**config.mk**
```make
export PLATFORM = sky130hd
export DESIGN_NAME = working_regs
export DESIGN_NICKNAME = d
export VERILOG_FILES = /design/src/shared/work_regs_pkg.sv /design/src/core/working_regs.sv /design/src/core/alu_unit.sv
export VERILOG_INCLUDE_DIRS = /design/src /design/src/shared
export SDC_FILE = /design/constraint.sdc
export NUM_CORES = 1
export LEC_CHECK = 0
export BUFFER_PORTS_ARGS = -buffer_cell sky130_fd_sc_hd__buf_2
export CAP_MARGIN = 10
export CORE_MARGIN = 4
export CORE_UTILIZATION = 60
export CTS_CLUSTER_DIAMETER = 30
export DETAILED_ROUTE_END_ITERATION = 6
export PLACE_DENSITY = 0.88
export SETUP_SLACK_MARGIN = 0.15
export SYNTH_ARGS = -nofsm -noshare
export SYNTH_HDL_FRONTEND = slang
export SYNTH_HIERARCHICAL = 1
export SYNTH_SLANG_ARGS = --single-unit
```
**constraint.sdc**
```tcl
create_clock -name clk_i -period 18.9 [get_ports clk_i]
set_input_delay 1.89 -clock clk_i [delete_from_list [all_inputs] [get_ports clk_i]]
set_output_delay 1.89 -clock clk_i [all_outputs]
set_load 0.01 [all_outputs]
```
**src/shared/work_regs_consts.svh**
```systemverilog
// Contract
// RQ1 - Working register at 0xE0, read/write, resets zero
// RQ2 - Operands and results pass through working register
// RQ3 - Arithmetic results set carry, half-carry, overflow flags; MUL and DIV leave half-carry unchanged, INC and DEC update no flags
// RQ4 - Auxiliary register 0xF0 for multiply/divide, resets zero
// RQ5 - Auxiliary register keeps last write as scratch
// RQ6 - Status word 0xD0 bit layout fixed
// RQ7 - Parity flag read-only, equals working register parity
// RQ8 - Bank select picks one of four register banks
`ifndef WORK_REGS_CONSTS_SVH
`define WORK_REGS_CONSTS_SVH
`define ADDR_STATUS_WORD   8'hd0
`define ADDR_WORKING_REG   8'he0
`define ADDR_MULDIV_REG    8'hf0
`define ADDR_OP_CTRL       8'hc0
`define WB_ADDR_W          10
`define RESET_BYTE         8'h00
`define BIT_CARRY          7
`define BIT_HALF_CARRY     6
`define BIT_USER_ZERO      5
`define BIT_BANK_HI        4
`define BIT_BANK_LO        3
`define BIT_WRAP           2
`define BIT_USER_ONE       1
`define BIT_PARITY         0
`endif

```
**src/shared/work_regs_pkg.sv**
```systemverilog
`default_nettype none
package work_regs_pkg;
	typedef enum logic [2:0] {
		OP_ADD,
		OP_ADDC,
		OP_SUBB,
		OP_MUL,
		OP_DIV,
		OP_INC,
		OP_DEC,
		OP_NOP
	} alu_op_t;
	typedef logic [7:0] byte_t;
	typedef logic [1:0] bank_t;
endpackage
`default_nettype wire

```
**src/core/working_regs.sv**
```systemverilog
// Register access over Wishbone was left to the implementer.
`timescale 1ns/1ns
`default_nettype none
`include "work_regs_consts.svh"
module working_regs
	import work_regs_pkg::*;
(
	// Clock and reset
	input  wire logic                    clk_i,
	input  wire logic                    rst_i,
	// Wishbone slave
	input  wire logic                    cyc_i,
	input  wire logic                    stb_i,
	input  wire logic                    we_i,
	input  wire logic [`WB_ADDR_W-1:0]   adr_i,
	input  wire logic [3:0]              sel_i,
	input  wire logic [31:0]             dat_i,
	output logic [31:0]                  dat_o,
	output logic                         ack_o,
	// Core datapath
	input  wire logic                    op_valid_i,
	input  wire work_regs_pkg::alu_op_t  op_i,
	input  wire work_regs_pkg::byte_t    mem_operand_i,
	input  wire logic                    load_acc_i,
	output work_regs_pkg::byte_t         acc_o,
	output work_regs_pkg::bank_t         bank_o,
	output logic [4:0]                   bank_base_o
);
	// Datapath state
	byte_t       acc_q;
	byte_t       acc_d;
	byte_t       b_q;
	byte_t       b_d;
	// Status bits 7 to 1; parity is never stored, so it cannot go stale
	logic [7:1]  psw_q;
	logic [7:1]  psw_d;
	// Bus answer state
	logic        ack_q;
	logic        ack_d;
	logic [31:0] dat_q;
	logic [31:0] dat_d;
	// Arithmetic unit
	byte_t       alu_b;
	logic [7:0]  res_a;
	logic [7:0]  res_b;
	logic        carry_n;
	logic        half_n;
	logic        wrap_n;
	logic        upd_c;
	logic        upd_b;
	// Decode and read view
	logic        parity;
	logic [7:0]  byte_addr;
	logic        wr_req;
	logic        rd_req;
	logic [7:0]  psw_full;

	// Register decode reused by read mux and write path
	function automatic logic hit(input logic [7:0] a, input logic [7:0] r);
		hit = (a == r);
	endfunction

	alu_unit u_alu (
		.op_i        (op_i),
		.a_i         (acc_q),
		.b_i         (alu_b),
		.carry_i     (psw_q[`BIT_CARRY]),
		.res_a_o     (res_a),
		.res_b_o     (res_b),
		.carry_o     (carry_n),
		.half_o      (half_n),
		.wrap_o      (wrap_n),
		.upd_carry_o (upd_c),
		.upd_b_o     (upd_b)
	);

	assign parity    = ^acc_q; // RQ7
	assign psw_full  = {psw_q, parity}; // RQ6
	assign byte_addr = adr_i[9:2];
	assign wr_req    = cyc_i && stb_i && we_i && !ack_q && sel_i[0];
	assign rd_req    = cyc_i && stb_i && !we_i && !ack_q;
	// Multiply and divide take their second operand from the auxiliary register
	assign alu_b     = (op_i == OP_MUL || op_i == OP_DIV) ? b_q : mem_operand_i; // RQ2

	always_comb
	begin
		acc_d = acc_q;
		b_d   = b_q;
		psw_d = psw_q;
		// Bus writes take precedence over the datapath in the same cycle
		if (op_valid_i)
		begin
			if (load_acc_i)
				acc_d = mem_operand_i; // RQ2
			else
			begin
				acc_d = res_a; // RQ2
				if (upd_b)
					b_d = res_b; // RQ4
				if (upd_c)
				begin
					psw_d[`BIT_CARRY] = carry_n; // RQ3
					psw_d[`BIT_WRAP]  = wrap_n; // RQ3
					if (op_i != OP_MUL && op_i != OP_DIV)
						psw_d[`BIT_HALF_CARRY] = half_n; // RQ3
				end
			end
		end
		if (wr_req)
		begin
			if (hit(byte_addr, `ADDR_WORKING_REG))
				acc_d = dat_i[7:0]; // RQ1
			if (hit(byte_addr, `ADDR_MULDIV_REG))
				b_d = dat_i[7:0]; // RQ5
			if (hit(byte_addr, `ADDR_STATUS_WORD))
			begin
				// Written parity bit is dropped: it only mirrors the working register
				psw_d[`BIT_CARRY]                = dat_i[`BIT_CARRY]; // RQ6
				psw_d[`BIT_HALF_CARRY]           = dat_i[`BIT_HALF_CARRY]; // RQ6
				psw_d[`BIT_USER_ZERO]            = dat_i[`BIT_USER_ZERO]; // RQ6
				psw_d[`BIT_BANK_HI:`BIT_BANK_LO] = dat_i[`BIT_BANK_HI:`BIT_BANK_LO]; // RQ8
				psw_d[`BIT_WRAP]                 = dat_i[`BIT_WRAP]; // RQ6
				psw_d[`BIT_USER_ONE]             = dat_i[`BIT_USER_ONE]; // RQ6
			end
		end
	end

	always_comb
	begin
		ack_d = cyc_i && stb_i && !ack_q;
		dat_d = 32'h0000_0000;
		if (rd_req)
		begin
			if (hit(byte_addr, `ADDR_WORKING_REG))
				dat_d = {24'h00_0000, acc_q}; // RQ1
			else if (hit(byte_addr, `ADDR_MULDIV_REG))
				dat_d = {24'h00_0000, b_q}; // RQ4
			else if (hit(byte_addr, `ADDR_STATUS_WORD))
				dat_d = {24'h00_0000, psw_full}; // RQ7
		end
	end

	// Datapath registers
	always_ff @(posedge clk_i)
	begin
		if (rst_i)
		begin
			acc_q <= `RESET_BYTE; // RQ1
			b_q   <= `RESET_BYTE; // RQ4
			psw_q <= 7'h00;
		end
		else
		begin
			acc_q <= acc_d;
			b_q   <= b_d;
			psw_q <= psw_d;
		end
	end

	// Bus answer registers
	always_ff @(posedge clk_i)
	begin
		if (rst_i)
		begin
			ack_q <= 1'b0;
			dat_q <= 32'h0000_0000;
		end
		else
		begin
			ack_q <= ack_d;
			dat_q <= dat_d;
		end
	end

	assign ack_o       = ack_q;
	assign dat_o       = dat_q;
	assign acc_o       = acc_q;
	assign bank_o      = psw_q[`BIT_BANK_HI:`BIT_BANK_LO]; // RQ8
	assign bank_base_o = {psw_q[`BIT_BANK_HI:`BIT_BANK_LO], 3'b000}; // RQ8
endmodule // working_regs
`default_nettype wire

```
**src/core/alu_unit.sv**
```systemverilog
`timescale 1ns/1ns
`default_nettype none
module alu_unit
	import work_regs_pkg::*;
(
	// Operands
	input  wire work_regs_pkg::alu_op_t op_i,
	input  wire work_regs_pkg::byte_t   a_i,
	input  wire work_regs_pkg::byte_t   b_i,
	input  wire logic                   carry_i,
	// Results
	output logic [7:0]                  res_a_o,
	output logic [7:0]                  res_b_o,
	output logic                        carry_o,
	output logic                        half_o,
	output logic                        wrap_o,
	output logic                        upd_carry_o,
	output logic                        upd_b_o
);
	logic [8:0]  sum;
	logic [4:0]  nib;
	logic [15:0] prod;
	logic        cin;
	logic [7:0]  opb;
	always_comb
	begin
		res_a_o     = a_i;
		res_b_o     = b_i;
		carry_o     = carry_i;
		half_o      = 1'b0;
		wrap_o      = 1'b0;
		upd_carry_o = 1'b0;
		upd_b_o     = 1'b0;
		cin         = 1'b0;
		opb         = b_i;
		prod        = 16'h0000;
		sum         = 9'h000;
		nib         = 5'h00;
		case (op_i)
			OP_ADD, OP_ADDC, OP_SUBB:
			begin
				// Subtract as add of complement; borrow is inverted carry out
				cin = (op_i == OP_ADDC) ? carry_i : 1'b0;
				if (op_i == OP_SUBB)
				begin
					opb = ~b_i;
					cin = ~carry_i;
				end
				sum  = {1'b0, a_i} + {1'b0, opb} + {8'h00, cin};
				nib  = {1'b0, a_i[3:0]} + {1'b0, opb[3:0]} + {4'h0, cin};
				res_a_o = sum[7:0];
				carry_o = (op_i == OP_SUBB) ? ~sum[8] : sum[8];
				half_o  = (op_i == OP_SUBB) ? ~nib[4] : nib[4];
				wrap_o  = (a_i[7] == opb[7]) && (sum[7] != a_i[7]);
				upd_carry_o = 1'b1;
			end
			OP_MUL:
			begin
				prod    = {8'h00, a_i} * {8'h00, b_i};
				res_a_o = prod[7:0];
				res_b_o = prod[15:8];
				carry_o = 1'b0;
				wrap_o  = |prod[15:8];
				upd_carry_o = 1'b1;
				upd_b_o = 1'b1;
			end
			OP_DIV:
			begin
				// Divide by zero leaves operands and raises the wrap flag
				carry_o = 1'b0;
				upd_carry_o = 1'b1;
				if (b_i == 8'h00)
					wrap_o = 1'b1;
				else
				begin
					res_a_o = a_i / b_i;
					res_b_o = a_i % b_i;
					upd_b_o = 1'b1;
				end
			end
			OP_INC: res_a_o = a_i + 8'h01;
			OP_DEC: res_a_o = a_i - 8'h01;
			default: ;
		endcase
	end
endmodule // alu_unit
`default_nettype wire

```
==> metrics.txt <==
Clock Sink Count 32; internal power approximately 0.28 mW; Seq cells post-synth 32; ranking of synthesized cells by area ha_1 (16%), fa_1 (11%), dfxtp_1 (8.9%); wire length per cell 19.06 µm; Reg2Reg Capture Point b_q[7]; DR vias 7,142; FF-to-FF path depth 48; non-filler cells, final 1,101; pre-CTS setup slack 2054 ps; CTS tree built; max_cap viols 0; Vias/cell between 6 and 7; P per Cell Area roughly 72 nW/µm²; Clock Power Share between 10% and 20%; Switching Fraction roughly 50%; final setup TNS 0 ps; initial antenna violation count 0; maximum vdd drop 0.00004217 V; Max clock buf depth 2; slew margin rel. around a third; GRT Residual Overflow 0; Avg Inst Size Synth between 7 and 8 µm²; dpl cells roughly 1,100; min-delay src psw_q[5]; Num CTS Buffers 5; Pins Over Slew Limit 0; WS Path Type in -> reg; RSZ-0062 raised after global routing no; first-pass GRT wire length roughly 34,000 µm; Worst Hold Class reg -> reg; CP required roughly 19,000 ps; share of cells above drive strength 1 ~11%; first-pass iteration count of the detailed router 7; Hold Violations, Final 0; most frequent CP cell ha_1; Fill cells 988; failing checks design-rule violations; crit path capture type flip-flop; Seq pwr share a little over an eighth; DR DRC count 4; FP Rows 39; gpl congestion ~1; Die W approximately 120 µm; number of global-route vias before repair between 6,000 and 7,000; Most used DFF post-synth dfxtp_1; fin nets between 1,000 and 1,500; final setup vio count 0; YS warnings 6; Reg clk slew, reported paths about 50 ps; largest net degree at the start of global routing 26; Synth top area share approximately 16%; Port Buffers 55; worst r2r src b_q[6]; skew final 3.545 ps; Starting Density a little over 60%; leakage approximately 3.7 nW; area delta synth->final 4.906%; synthesized area between 7000 and 8000 µm²; post-cts sizing count 0; CP arrival between 15,000 and 20,000 ps; ANT cells 0; flop-to-flop setup slack between 4000 and 5000 ps; area leader, netlist ha_1; global-route usage over all layers 29.49%; Root Buffer clkbuf_16; CP Launch Type primary input; CP max-delay cell nor3_1; H-tree levels 2; area of the die 13,800 µm²; Post-CTS Setup Bufs 0; post-DP HPWL 16,020 µm; number of flops mapped to enable cells by yosys 0; clk_lat worst skew roughly 280 ps; Syn Inst Count about 930; Top Ports 112; post-synthesis sequential area ratio under 10%; Hold Crit Endpoint psw_q[5]; Post-synth top cells nand2_1 (92), ha_1 (90), nor2_1 (81); Cell variety after synth roughly 80; status finished, violations left; worst-path fanout max 24; total wire length 20,980 µm; post-route ant nets 0; slowest cell delay on critical path roughly 700 ps; worst-margin pin slew around 1000 ps; most frequent cell after synthesis nand2_1; Max Fclk 58.96 MHz; Final Worst Setup Slack between 1500 and 2000 ps; DRT iter0 DRCs just under 900; area of the core between 10,000 and 15,000 µm²; minimum clock period 16,960 ps; Post-CTS Hold Buffers 0; fraction of registers with async set/reset 0%; part of the power in combinational logic between 70% and 80%; DIE HEIGHT between 100 and 150 µm; hold depth 2; switching pwr around 0.26 mW; Final Cycle Share 89.74%
## flip-flops by register name (all words and copies together), names as in the netlist
signal / cells
acc_o: 8
ack_o: 1
b_q: 8
dat_o: 8
psw_q: 7
## kinds of logic (layout without fill, tap and decap cells)
group	after synthesis	after routing	share of synthesized area [%]
AO/OA/AOI/OAI	234	234	22.65
XOR/XNOR	45	45	5.480
adder cells (fa/ha/maj)	131	131	26.93
buffers and inverters	152	152	9.899
flip-flops	32	32	8.907
multiplexers	44	44	6.489
other	1	27	0.05214
AND/OR/NAND/NOR	293	293	19.59
## routing by layer
metal  track usage (%)  vias to the layer above  wire, µm
met4             13.26                        0       975
met5                 0                        -         0
li1                  -                     3296         -
met3             7.160                       80      2334
met2             48.84                      413      9680
met1             36.40                     3353      7990
## how the worst max path moves through the flow
stage	depth (start not counted)	startpoint	end	slack, ps
after detailed placement	52	op_i[2]	b_q[7]	2050
final	51	op_i[2]	b_q[7]	1940
after floorplan	54	op_i[0]	b_q[7]	4930
after global routing	53	op_i[2]	b_q[7]	1060
after global placement	51	op_i[2]	b_q[7]	2500
after CTS	51	op_i[2]	b_q[7]	2310
## area by class of cell
| type | count | area (µm²) | share of cell area (%) |
|---|---|---|---|
| clock buffer | 6 | 138.9 | 1.841 |
| clock inverter | 2 | 10.01 | 0.1327 |
| inverter | 81 | 304.0 | 4.030 |
| tap | 143 | 178.9 | 2.371 |
| timing repair buffer | 63 | 335.3 | 4.444 |
| multi-input combinational | 774 | 5937 | 78.69 |
| sequential | 32 | 640.6 | 8.491 |
## stage by stage
stage	power, mW	hold WS (ps)	area [µm²]	util (%)
6_report	0.5450	455.4	7545	65.24
5_1_grt	0.5906	486.8	7545	65.24
4_1_cts	0.5328	456.3	7545	65.24
3_5_place_dp	0.4511	450.7	7396	63.95
3_3_place_gp	0.4406	435.8	7396	63.95
2_1_floorplan	0.3766	429.4	7289	-
## power by group through the flow
| stage | registers, mW | clock network (mW) | logic (mW) |
|---|---|---|---|
| 2_1_floorplan | 0.0762 | 0 | 0.300 |
| 3_5_place_dp | 0.0745 | 0 | 0.377 |
| 5_1_grt | 0.0733 | 0.0845 | 0.433 |
| 3_3_place_gp | 0.0745 | 0 | 0.366 |
| 6_report | 0.0733 | 0.0806 | 0.391 |
| 4_1_cts | 0.0732 | 0.0799 | 0.380 |
## worst max-delay path, delay by kind of cell
family                     cells  cell delay, ps
buffers and inverters          2             420
adders and majority gates      7            2120
and+or+nand+nor               13            3520
muxes                          4            1420
AOI/OAI and AO/OA             25            7770
## cells in the final DEF, fill, tap and decap left out, drive strengths merged, types with 27 or more instances in the layout
cell   Yosys  layout
dfxtp     32      32
o21ai     34      34
conb       1      27
nor2      82      82
a21oi     56      56
fa        40      40
inv       80      80
nand2     92      92
buf       40      63
xnor2     32      32
nor3      30      30
ha        90      90
Power figures use the tool's default switching activity.
